===== src/rtl/sdc_pkg.sv =====
package sdc_pkg;

  // delay line shape: one tap per ref_clk cycle
  localparam int unsigned TAP_W      = 8;
  localparam int unsigned LINE_DEPTH = 256;
  localparam logic [7:0]  TAP_MAX    = 8'hFF;

  // input fifo pointers
  localparam int unsigned PTR_W     = 3;
  localparam logic [2:0]  PTR_RESET = 3'h0;
  localparam logic [2:0]  PTR_ONE   = 3'h1;

  // margin offset, centred so both directions have room
  localparam int unsigned MARGIN_W       = 6;
  localparam logic [5:0]  MARGIN_DEFAULT = 6'h20;
  localparam logic [5:0]  MARGIN_MAX     = 6'h3F;
  localparam logic [5:0]  MARGIN_MIN     = 6'h00;
  localparam logic [5:0]  MARGIN_ONE     = 6'h01;

  // read window stays open this many cycles after the last request
  localparam logic [7:0] RD_TAIL_CYC = 8'h10;

  // register map (byte addresses)
  localparam int unsigned AXI_AW     = 4;
  localparam logic [3:0]  OFS_STATUS = 4'h0;
  localparam logic [3:0]  OFS_MASK   = 4'h4;
  localparam logic [3:0]  OFS_STATE  = 4'h8;

  // status / mask bit positions
  localparam int unsigned EV_RX_MAX  = 0;
  localparam int unsigned EV_TX_MAX  = 1;
  localparam int unsigned EV_BURST   = 2;
  localparam int unsigned EV_DATA_OK = 3;
  localparam int unsigned EV_W       = 4;
  localparam logic [3:0]  EV_RESET   = 4'h0;

  // axi responses
  localparam logic [1:0] RESP_OKAY   = 2'h0;
  localparam logic [1:0] RESP_SLVERR = 2'h2;

endpackage


===== src/rtl/sdc_strobe_delay_ctrl.sv =====
// Our own choices: the AXI4-Lite slave port and the placing of the registers.
`timescale 1ns/1ps
// Function
// - the memory strobe is shifted through a slave delay line steered by the dll code before capture.
// - the read capture strobe is the strobe delayed by the quarter-period code from the dll.
// - two write clocks are made, one for the strobe and one 90 degrees later for the data.
// - a separate leveling delay is set by the eight-bit level delay setting input.
// - core logic shifts read and write delays at run time through load, step and direction inputs.
// - a read flag and a write flag show when the respective margin offset is at its maximum.
// - three-bit in and out pointers for the input fifo move data from strobe to edge clock.
// - a data-ok pulse marks the start of valid read data and a burst indicator is given.
// - one pointer pair serves every input cell of the strobe group.
module sdc_strobe_delay_ctrl (
  input  wire logic                      ref_clk,
  input  wire logic                      srst,
  input  wire logic                      mem_strobe,
  input  wire logic                      edge_io_clock,
  input  wire logic [1:0]                read_req,
  input  wire logic [1:0]                fetch_pulse_select,
  input  wire logic [sdc_pkg::TAP_W-1:0] strobe_delay_code,
  input  wire logic                      rx_margin_load_n,
  input  wire logic                      rx_margin_step,
  input  wire logic                      rx_margin_dir,
  input  wire logic                      tx_margin_load_n,
  input  wire logic                      tx_margin_step,
  input  wire logic                      tx_margin_dir,
  input  wire logic                      tx_pause,
  input  wire logic [sdc_pkg::TAP_W-1:0] level_delay_setting,
  output logic                           rx_capture_strobe,
  output logic                           tx_strobe_clock,
  output logic                           tx_data_clock,
  output logic [sdc_pkg::PTR_W-1:0]      fifo_in_pointer,
  output logic [sdc_pkg::PTR_W-1:0]      fifo_out_pointer,
  output logic                           rx_data_ok,
  output logic                           burst_seen,
  output logic                           rx_margin_at_max,
  output logic                           tx_margin_at_max,
  output logic                           irq,
  input  wire logic [sdc_pkg::AXI_AW-1:0] s_axi_awaddr,
  input  wire logic                      s_axi_awvalid,
  output logic                           s_axi_awready,
  input  wire logic [31:0]               s_axi_wdata,
  input  wire logic [3:0]                s_axi_wstrb,
  input  wire logic                      s_axi_wvalid,
  output logic                           s_axi_wready,
  output logic [1:0]                     s_axi_bresp,
  output logic                           s_axi_bvalid,
  input  wire logic                      s_axi_bready,
  input  wire logic [sdc_pkg::AXI_AW-1:0] s_axi_araddr,
  input  wire logic                      s_axi_arvalid,
  output logic                           s_axi_arready,
  output logic [31:0]                    s_axi_rdata,
  output logic [1:0]                     s_axi_rresp,
  output logic                           s_axi_rvalid,
  input  wire logic                      s_axi_rready
);
  import sdc_pkg::*;

  // clamp base + code + (margin - default) into the line
  function automatic logic [TAP_W-1:0] tap_of(input logic [TAP_W-1:0]    base,
                                              input logic [TAP_W-1:0]    code,
                                              input logic [MARGIN_W-1:0] m);
    logic [TAP_W+1:0] s;
    s = {2'h0, base} + {2'h0, code} + {4'h0, m};
    if (s < {4'h0, MARGIN_DEFAULT}) begin
      s = 10'h000;
    end else begin
      s = s - {4'h0, MARGIN_DEFAULT};
    end
    if (s > {2'h0, TAP_MAX}) begin
      s = {2'h0, TAP_MAX};
    end
    return s[TAP_W-1:0];
  endfunction

  // pin synchronisers; logic reads only the second stage
  // the first stage may go metastable, so nothing else looks at it
  logic [1:0]            strb_sync;
  logic [1:0]            eck_sync;
  logic [LINE_DEPTH-1:0] rx_line;
  logic [LINE_DEPTH-1:0] tx_line;

  always_ff @(posedge ref_clk) begin
    if (srst) begin
      strb_sync <= 2'h0;
      eck_sync  <= 2'h0;
    end else begin
      strb_sync <= {strb_sync[0], mem_strobe};
      eck_sync  <= {eck_sync[0], edge_io_clock};
    end
  end

  // delay lines: tap n is the input n+1 cycles ago
  // one tap per cycle keeps the line exact but limits resolution to ref_clk
  always_ff @(posedge ref_clk) begin
    if (srst) begin
      rx_line <= '0;
      tx_line <= '0;
    end else begin
      rx_line <= {rx_line[LINE_DEPTH-2:0], strb_sync[1]};
      tx_line <= {tx_line[LINE_DEPTH-2:0], eck_sync[1]};
    end
  end

  // margin controls, read side at index 0, write side at index 1
  wire [1:0] m_load_n = {tx_margin_load_n, rx_margin_load_n};
  wire [1:0] m_step   = {tx_margin_step, rx_margin_step};
  wire [1:0] m_dir    = {tx_margin_dir, rx_margin_dir};
  logic [MARGIN_W-1:0] margin [2];
  logic                step_q [2];
  wire  [1:0]          at_max;

  genvar g;
  generate
    for (g = 0; g < 2; g++) begin : g_margin
      // step acts on its rising edge so a held level moves only once
      wire step_rise = m_step[g] & ~step_q[g];
      assign at_max[g] = (margin[g] == MARGIN_MAX);
      always_ff @(posedge ref_clk) begin
        if (srst) begin
          margin[g] <= MARGIN_DEFAULT;
          step_q[g] <= 1'b0;
        end else begin
          step_q[g] <= m_step[g];
          if (!m_load_n[g]) begin
            margin[g] <= MARGIN_DEFAULT;
          end else if (step_rise && m_dir[g] && margin[g] != MARGIN_MAX) begin
            margin[g] <= margin[g] + MARGIN_ONE;
          end else if (step_rise && !m_dir[g] && margin[g] != MARGIN_MIN) begin
            margin[g] <= margin[g] - MARGIN_ONE;
          end
        end
      end
    end
  endgenerate

  // tap selection
  // the strobe clock carries leveling only; the data clock adds the quarter code
  wire [TAP_W-1:0] rx_tap  = tap_of(8'h00, strobe_delay_code, margin[0]);
  wire [TAP_W-1:0] tx_tap  = tap_of(level_delay_setting, strobe_delay_code, margin[1]);
  wire             rx_next = rx_line[rx_tap];

  // read capture strobe, never paused: reads must keep flowing
  always_ff @(posedge ref_clk) begin
    if (srst) begin
      rx_capture_strobe <= 1'b0;
    end else begin
      rx_capture_strobe <= rx_next;
    end
  end

  // write clocks freeze while paused so no runt edge reaches the pins
  // the lines keep running, so release resumes at the live phase
  always_ff @(posedge ref_clk) begin
    if (srst) begin
      tx_strobe_clock <= 1'b0;
      tx_data_clock   <= 1'b0;
    end else if (!tx_pause) begin
      tx_strobe_clock <= tx_line[level_delay_setting];
      tx_data_clock   <= tx_line[tx_tap];
    end
  end

  // margin flags
  // one cycle behind the margin so that they come from flip-flops
  always_ff @(posedge ref_clk) begin
    if (srst) begin
      rx_margin_at_max <= 1'b0;
      tx_margin_at_max <= 1'b0;
    end else begin
      rx_margin_at_max <= at_max[0];
      tx_margin_at_max <= at_max[1];
    end
  end

  // read window opened by any request, closes after a tail
  // a request held across the tail keeps reloading, so long reads stay open
  logic [7:0] win_cnt;
  wire        rd_active = (win_cnt != 8'h00);

  always_ff @(posedge ref_clk) begin
    if (srst) begin
      win_cnt <= 8'h00;
    end else if (read_req != 2'h0) begin
      win_cnt <= RD_TAIL_CYC;
    end else if (rd_active) begin
      win_cnt <= win_cnt - 8'h01;
    end
  end

  // fifo pointers: in moves on each capture edge inside the read window, out on edge clock rise
  wire             cap_edge = rd_active & (rx_next != rx_capture_strobe);
  wire             eck_rise = tx_line[0] & ~tx_line[1];
  wire [PTR_W-1:0] occ      = fifo_in_pointer - fifo_out_pointer;
  // pulse select sets how many entries lead the reader
  // limitation: eight entries, so occupancy beyond seven aliases
  wire             pop      = eck_rise & (occ > {1'b0, fetch_pulse_select});
  logic            data_started;

  always_ff @(posedge ref_clk) begin
    if (srst) begin
      fifo_in_pointer  <= PTR_RESET;
      fifo_out_pointer <= PTR_RESET;
    end else begin
      if (cap_edge) begin
        fifo_in_pointer <= fifo_in_pointer + PTR_ONE;
      end
      if (pop) begin
        fifo_out_pointer <= fifo_out_pointer + PTR_ONE;
      end
    end
  end

  // a pop after the window has closed belongs to no read, so it raises no pulse
  wire             first_pop = rd_active & pop & ~data_started;

  // data ok on first pop of a window; burst seen from the first edge until the window closes
  always_ff @(posedge ref_clk) begin
    if (srst) begin
      data_started <= 1'b0;
      rx_data_ok   <= 1'b0;
      burst_seen   <= 1'b0;
    end else begin
      data_started <= rd_active & (data_started | pop);
      rx_data_ok   <= first_pop;
      burst_seen   <= rd_active & (burst_seen | cap_edge);
    end
  end

  // event capture, set wins over a same-cycle clear
  // each event is the edge of its condition, so a held level sets once
  logic [EV_W-1:0] status;
  logic [EV_W-1:0] mask;
  wire  [EV_W-1:0] ev_set;
  wire  [EV_W-1:0] ev_clr;

  assign ev_set[EV_RX_MAX]  = at_max[0] & ~rx_margin_at_max;
  assign ev_set[EV_TX_MAX]  = at_max[1] & ~tx_margin_at_max;
  assign ev_set[EV_BURST]   = rd_active & cap_edge & ~burst_seen;
  assign ev_set[EV_DATA_OK] = first_pop;

  always_ff @(posedge ref_clk) begin
    if (srst) begin
      status <= EV_RESET;
      irq    <= 1'b0;
    end else begin
      status <= (status & ~ev_clr) | ev_set;
      irq    <= |(status & mask);
    end
  end

  // axi write channel: address and data held until both present
  // a write with lane 0 off is answered but changes nothing
  logic              aw_held;
  logic              w_held;
  logic [AXI_AW-1:0] aw_addr;
  logic [31:0]       w_data;
  logic              w_lane0;
  wire aw_take  = s_axi_awvalid & s_axi_awready;
  wire w_take   = s_axi_wvalid & s_axi_wready;
  wire wr_fire  = aw_held & w_held & ~s_axi_bvalid;
  wire next_aw_held = (aw_held | aw_take) & ~wr_fire;
  wire next_w_held  = (w_held | w_take) & ~wr_fire;
  wire next_bvalid  = wr_fire | (s_axi_bvalid & ~s_axi_bready);
  wire wr_status    = wr_fire & w_lane0 & (aw_addr == OFS_STATUS);
  wire wr_mask      = wr_fire & w_lane0 & (aw_addr == OFS_MASK);
  wire wr_mapped    = (aw_addr == OFS_STATUS) | (aw_addr == OFS_MASK) |
                      (aw_addr == OFS_STATE);

  assign ev_clr = wr_status ? w_data[EV_W-1:0] : EV_RESET;

  always_ff @(posedge ref_clk) begin
    if (srst) begin
      aw_held <= 1'b0;
      w_held  <= 1'b0;
      aw_addr <= 4'h0;
      w_data  <= 32'h0000_0000;
      w_lane0 <= 1'b0;
    end else begin
      aw_held <= next_aw_held;
      w_held  <= next_w_held;
      if (aw_take) begin
        aw_addr <= s_axi_awaddr;
      end
      if (w_take) begin
        w_data  <= s_axi_wdata;
        w_lane0 <= s_axi_wstrb[0];
      end
    end
  end

  // write response and mask register
  always_ff @(posedge ref_clk) begin
    if (srst) begin
      s_axi_awready <= 1'b0;
      s_axi_wready  <= 1'b0;
      s_axi_bvalid  <= 1'b0;
      s_axi_bresp   <= RESP_OKAY;
      mask          <= EV_RESET;
    end else begin
      s_axi_awready <= ~next_aw_held & ~next_bvalid;
      s_axi_wready  <= ~next_w_held & ~next_bvalid;
      s_axi_bvalid  <= next_bvalid;
      if (wr_fire) begin
        s_axi_bresp <= wr_mapped ? RESP_OKAY : RESP_SLVERR;
      end
      if (wr_mask) begin
        mask <= w_data[EV_W-1:0];
      end
    end
  end

  // read channel: answer one cycle after the address is taken
  // unmapped reads answer slverr with zero data
  wire        ar_take     = s_axi_arvalid & s_axi_arready;
  wire        next_rvalid = ar_take | (s_axi_rvalid & ~s_axi_rready);
  wire [31:0] state_word  = {12'h000, margin[1], margin[0], 2'h0,
                             fifo_out_pointer, fifo_in_pointer};
  wire        rd_mapped   = (s_axi_araddr == OFS_STATUS) | (s_axi_araddr == OFS_MASK) |
                            (s_axi_araddr == OFS_STATE);
  wire [31:0] rd_word     = (s_axi_araddr == OFS_STATUS) ? {28'h0, status} :
                            (s_axi_araddr == OFS_MASK)   ? {28'h0, mask}   :
                            (s_axi_araddr == OFS_STATE)  ? state_word      :
                                                           32'h0000_0000;

  always_ff @(posedge ref_clk) begin
    if (srst) begin
      s_axi_arready <= 1'b0;
      s_axi_rvalid  <= 1'b0;
      s_axi_rdata   <= 32'h0000_0000;
      s_axi_rresp   <= RESP_OKAY;
    end else begin
      s_axi_arready <= ~next_rvalid;
      s_axi_rvalid  <= next_rvalid;
      if (ar_take) begin
        s_axi_rdata <= rd_word;
        s_axi_rresp <= rd_mapped ? RESP_OKAY : RESP_SLVERR;
      end
    end
  end

endmodule


===== config.mk =====
export PLATFORM = sky130hd
export DESIGN_NAME = sdc_strobe_delay_ctrl
export DESIGN_NICKNAME = d
export VERILOG_FILES = /design/src/rtl/sdc_pkg.sv /design/src/rtl/sdc_strobe_delay_ctrl.sv
export SDC_FILE = /design/constraint.sdc
export NUM_CORES = 1
export LEC_CHECK = 0
export BUFFER_PORTS_ARGS = -buffer_cell sky130_fd_sc_hd__buf_2
export CAP_MARGIN = 20
export CORE_AREA = 2 2 203 205
export DETAILED_ROUTE_END_ITERATION = 6
export DIE_AREA = 0 0 205 207
export GPL_ROUTABILITY_DRIVEN = 0
export PLACE_DENSITY_LB_ADDON = 0.12
export SETUP_SLACK_MARGIN = 0.3
export SLEW_MARGIN = 5
export SYNTH_ARGS = -nofsm -noshare
export SYNTH_HDL_FRONTEND = slang
export SYNTH_SLANG_ARGS = --single-unit

===== constraint.sdc =====
create_clock -name ref_clk -period 16.2 [get_ports ref_clk]
set_input_delay 0.81 -clock ref_clk [delete_from_list [all_inputs] [get_ports ref_clk]]
set_output_delay 0.81 -clock ref_clk [all_outputs]
set_load 0.01 [all_outputs]

==> flow_metrics.env <==
export IMPL_grtUsageTotal=0.3110
export IMPL_synth_area_sq_um=25910
export IMPL_core_sq_um=40370
export IMPL_worstSetupStartpoint="level_delay_setting[2]"
export IMPL_grt_overflow_total=0
export IMPL_ys_warn_count=0
export IMPL_synth_avg_cell_area_sq_um=9.875
export IMPL_cts_buffers=59
export IMPL_critical_path_arrival_ns=8.50
export IMPL_grt_pass1_wl_mm=106.4
export IMPL_cts_root_buf="clkbuf_16"
export IMPL_cts_sinks=597
export IMPL_use_met3=0.05192
export IMPL_multi_input_area_sq_um=12950
export IMPL_ios=135
export IMPL_critical_path_required_ns=16.71
export IMPL_first_iter_violations=1791
export IMPL_use_met2=0.5163
export IMPL_area_delta_synth_final_pct=9.981
export IMPL_p_sw_mw=1.340
export IMPL_ant_nets=0
export IMPL_placed_cells=3096
export IMPL_layout_nets=2744
export IMPL_hold_viol=0
export IMPL_grtUsageMet1=0.3941
export IMPL_r2r_start="margin[1][1]"
export IMPL_min_path_type="in2reg"
export IMPL_syn_inst=2624
export IMPL_final_cells=3209
export IMPL_fin_crit_sh=0.4933
export IMPL_clock_skew_ns=0.01510
export IMPL_dp_hpwl_mm=42.78
export IMPL_pwr_share_seq=0.382
export IMPL_ys_seq_area_frac=0.4659
export IMPL_cts_tree="built"
export IMPL_fin_crit_ns=7.991
export IMPL_cpMaxStageDelayCell="a222oi_1"
export IMPL_cpPeakStageDelay_ns=1.06
export IMPL_irDropWorstVdd_mv=0.1074
export IMPL_post_cts_buffers=0
export IMPL_synth_seq_cells=597
export IMPL_synth_cell_types=94
export IMPL_worst_slew_pin_slew_ns=1.265
export IMPL_postPlaceCellArea_sq_um=26550
export IMPL_synth_area_leader_cell="dfxtp_1"
export IMPL_p_leak_nw=10.75
export IMPL_grt_pass1_vias=20030
export IMPL_hold_buffers=0
export IMPL_async_reset_ff_frac=0
export IMPL_drive_gt1_frac=0.1288
export IMPL_row_count=74
export IMPL_clkLatencyLatePin_ns=0.62
export IMPL_grt_max_degree=162
export IMPL_final_area_sq_um=28500
export IMPL_critPathLaunchType="input port"
export IMPL_yosys_area_top_type_share=0.4520
export IMPL_synthFlopType="dfxtp_1"
export IMPL_power_density_nw_per_um2=138.7
export IMPL_clock_fmax_ghz=0.1251
export IMPL_postCtsResizedCells=0
export IMPL_tns_ns=0
export IMPL_io_buffers=87
export IMPL_drc_errors=0
export IMPL_worst_path_dominant_cell_family="compound AO/OA/AOI/OAI gates"
export IMPL_switching_share=0.3389
export IMPL_status="finished clean"
export IMPL_ys_top_cells_by_area="dfxtp_1, nor2b_1, mux4_2"
export IMPL_die_h_um=207
export IMPL_clock_path_buffers=3
export IMPL_path_cells="buf_2 -> fa_1 -> ha_1 -> a21o_1 -> and4_1 -> or4_1 -> a222oi_1 -> a41oi_2 -> a31oi_4 -> buf_4 -> mux2i_1 -> a32oi_1 -> nand2_1 -> a211oi_1 -> nor4_1 -> nor3b_1 -> a211o_1"
export IMPL_die_w_um=205
export IMPL_antenna_found_initial=6
export IMPL_path_buf_inv=2
export IMPL_register_area_sq_um=12070
export IMPL_holdCritStartpoint="mem_strobe"
export IMPL_dr_pass1_iters=5
export IMPL_wl_per_cell_um=20.81
export IMPL_p_int_mw=2.613
export IMPL_vias=20234
export IMPL_vias_per_cell=6.305
export IMPL_power_frac_comb=0.274
export IMPL_crit_type="in2reg"
export IMPL_critPathMaxFanout=47
export IMPL_timing_final_max_slew_violations=0
export IMPL_relSlewSlack=0.1565
export IMPL_initial_core_util=0.6419
export IMPL_maxCapViolCount=0
export IMPL_dieArea_sq_um=42440
export IMPL_rsz0062_at_grt="no"
export IMPL_cts_htree_levels=2
export IMPL_top_usage_layer="met2"
export IMPL_nFillCells=3114
export IMPL_pwr_share_clk=0.344
export IMPL_path_clk_slew_ns=0.06
export IMPL_setup_viol=0
export IMPL_wirelength_mm=66.77
export IMPL_worstSetupEndpointType="register"
export IMPL_synth_edf_count=12
[final timing paths]
path                            slack [ns]  cells past startpoint       endpoint
worst max-delay path                  8.21                     17  tx_data_clock
worst min-delay path                  0.40                      2   strb_sync[0]
worst max register to register        8.45                     20  tx_data_clock
worst min register to register        0.44                      1     tx_line[0]
[final cells by class]
| cell class | instances | area share |
|---|---|---|
| sequential | 597 | 0.4236 |
| clock buffer | 86 | 0.06068 |
| antenna | 6 | 0.0005269 |
| tap | 532 | 0.02336 |
| multi-input combinational | 1803 | 0.4544 |
| clock inverter | 20 | 0.006805 |
| timing repair buffer | 123 | 0.02511 |
| inverter | 42 | 0.005532 |
[metal layers]
metal  wire length [um]  share of wire  up-vias
met5                  0              0        -
met4               3035          0.045        0
met3               4107          0.062      187
met2              32190           0.48      778
met1              27440           0.41     9940
li1                   -              -     9329
[power groups by stage]
| stage | registers (mW) | logic, mW | clock network, mW |
|---|---|---|---|
| global route | 1.51 | 1.15 | 1.44 |
| CTS | 1.51 | 1.06 | 1.37 |
| global placement | 1.54 | 1.04 | 0 |
| floorplan | 1.54 | 0.719 | 0 |
| detailed placement | 1.54 | 1.05 | 0 |
| finish | 1.51 | 1.08 | 1.36 |
[flip-flops by register name (all words and copies together) (netlist names), 2 cells and up]
name	count
aw_addr	4
eck_sync	2
fifo_in_pointer	3
fifo_out_pointer	3
margin	12
mask	4
rx_line	256
s_axi_rdata	18
status	4
step_q	2
strb_sync	2
tx_line	256
w_data	4
win_cnt	8
[worst register-to-register path: stages (launching register included)]
cell and delay (ns):
edfxtp_1 0.45, inv_1 0.25, fa_1 0.46, inv_1 0.07, ha_1 0.17, inv_1 0.07, fa_1 0.46, nor2b_1 0.21
o21a_1 0.15, o21ai_0 0.20, a222oi_1 1.04, a41oi_2 0.70, a31oi_4 0.87, buf_4 0.64, mux2i_1 0.31, a32oi_1 0.11
nand2_1 0.11, a211oi_1 0.11, nor4_1 0.82, nor3b_1 0.13, a211o_1 0.32
[logic make-up after synthesis]
group                    Yosys count  share of synthesized area
AND/OR/NAND/NOR                 1114                     0.2315
flip-flops                       597                     0.4659
AO/OA/AOI/OAI                    457                     0.1307
buffers and inverters            239                    0.03916
multiplexers                     161                     0.1059
adder cells (fa/ha/maj)           38                    0.02096
XOR/XNOR                          17                   0.005747
other                              1                  0.0001447
[cell usage after synthesis (8+ instances only)]
library cell and n:
dfxtp_1 585, fa_1 9, o221ai_1 30, a31oi_1 21
or3_1 8, a311oi_1 14, o21ai_0 44, a221o_1 8
o211ai_1 18, a211oi_1 25, o221a_2 8, a221oi_1 19
nand2_1 225, ha_1 29, a32oi_1 12, nor2b_1 521
inv_1 42, xnor2_1 8, mux2i_1 67, nand2b_1 8
nor4_1 18, nor2_1 115, clkbuf_1 126, and3_1 21
a21oi_1 76, a2111oi_0 8, buf_4 21, nor3_1 55
xor2_1 9, buf_2 31, nand3_1 93, a22oi_1 33
nand4_1 14, o21a_1 9, o22ai_1 26, edfxtp_1 12
mux4_2 88, buf_1 19
[through the flow]
stage | setup WS, ns | hold WS (ns) | power [mW] | util
2_1_floorplan | 9.555 | 0.4021 | 2.254 | -
3_3_place_gp | 7.882 | 0.4177 | 2.577 | 0.6578
3_5_place_dp | 7.764 | 0.4238 | 2.593 | 0.6578
4_1_cts | 8.391 | 0.3698 | 3.941 | 0.7054
5_1_grt | 7.930 | 0.3872 | 4.097 | 0.7059
6_report | 8.209 | 0.3977 | 3.952 | 0.7059
[cells in the final DEF, fill, tap and decap left out, types with 21 or more instances in the layout]
master,n
ha_1,29
inv_1,42
and3_1,21
nand2_1,225
buf_4,36
nor2_1,115
buf_2,86
nor2b_1,521
a22oi_1,33
mux4_2,88
nand3_1,93
o221ai_1,30
a21oi_1,75
dfxtp_1,585
nor3_1,55
o21ai_0,44
clkbuf_16,60
mux2i_1,67
o22ai_1,26
a211oi_1,25
Power figures use the tool's default switching activity.
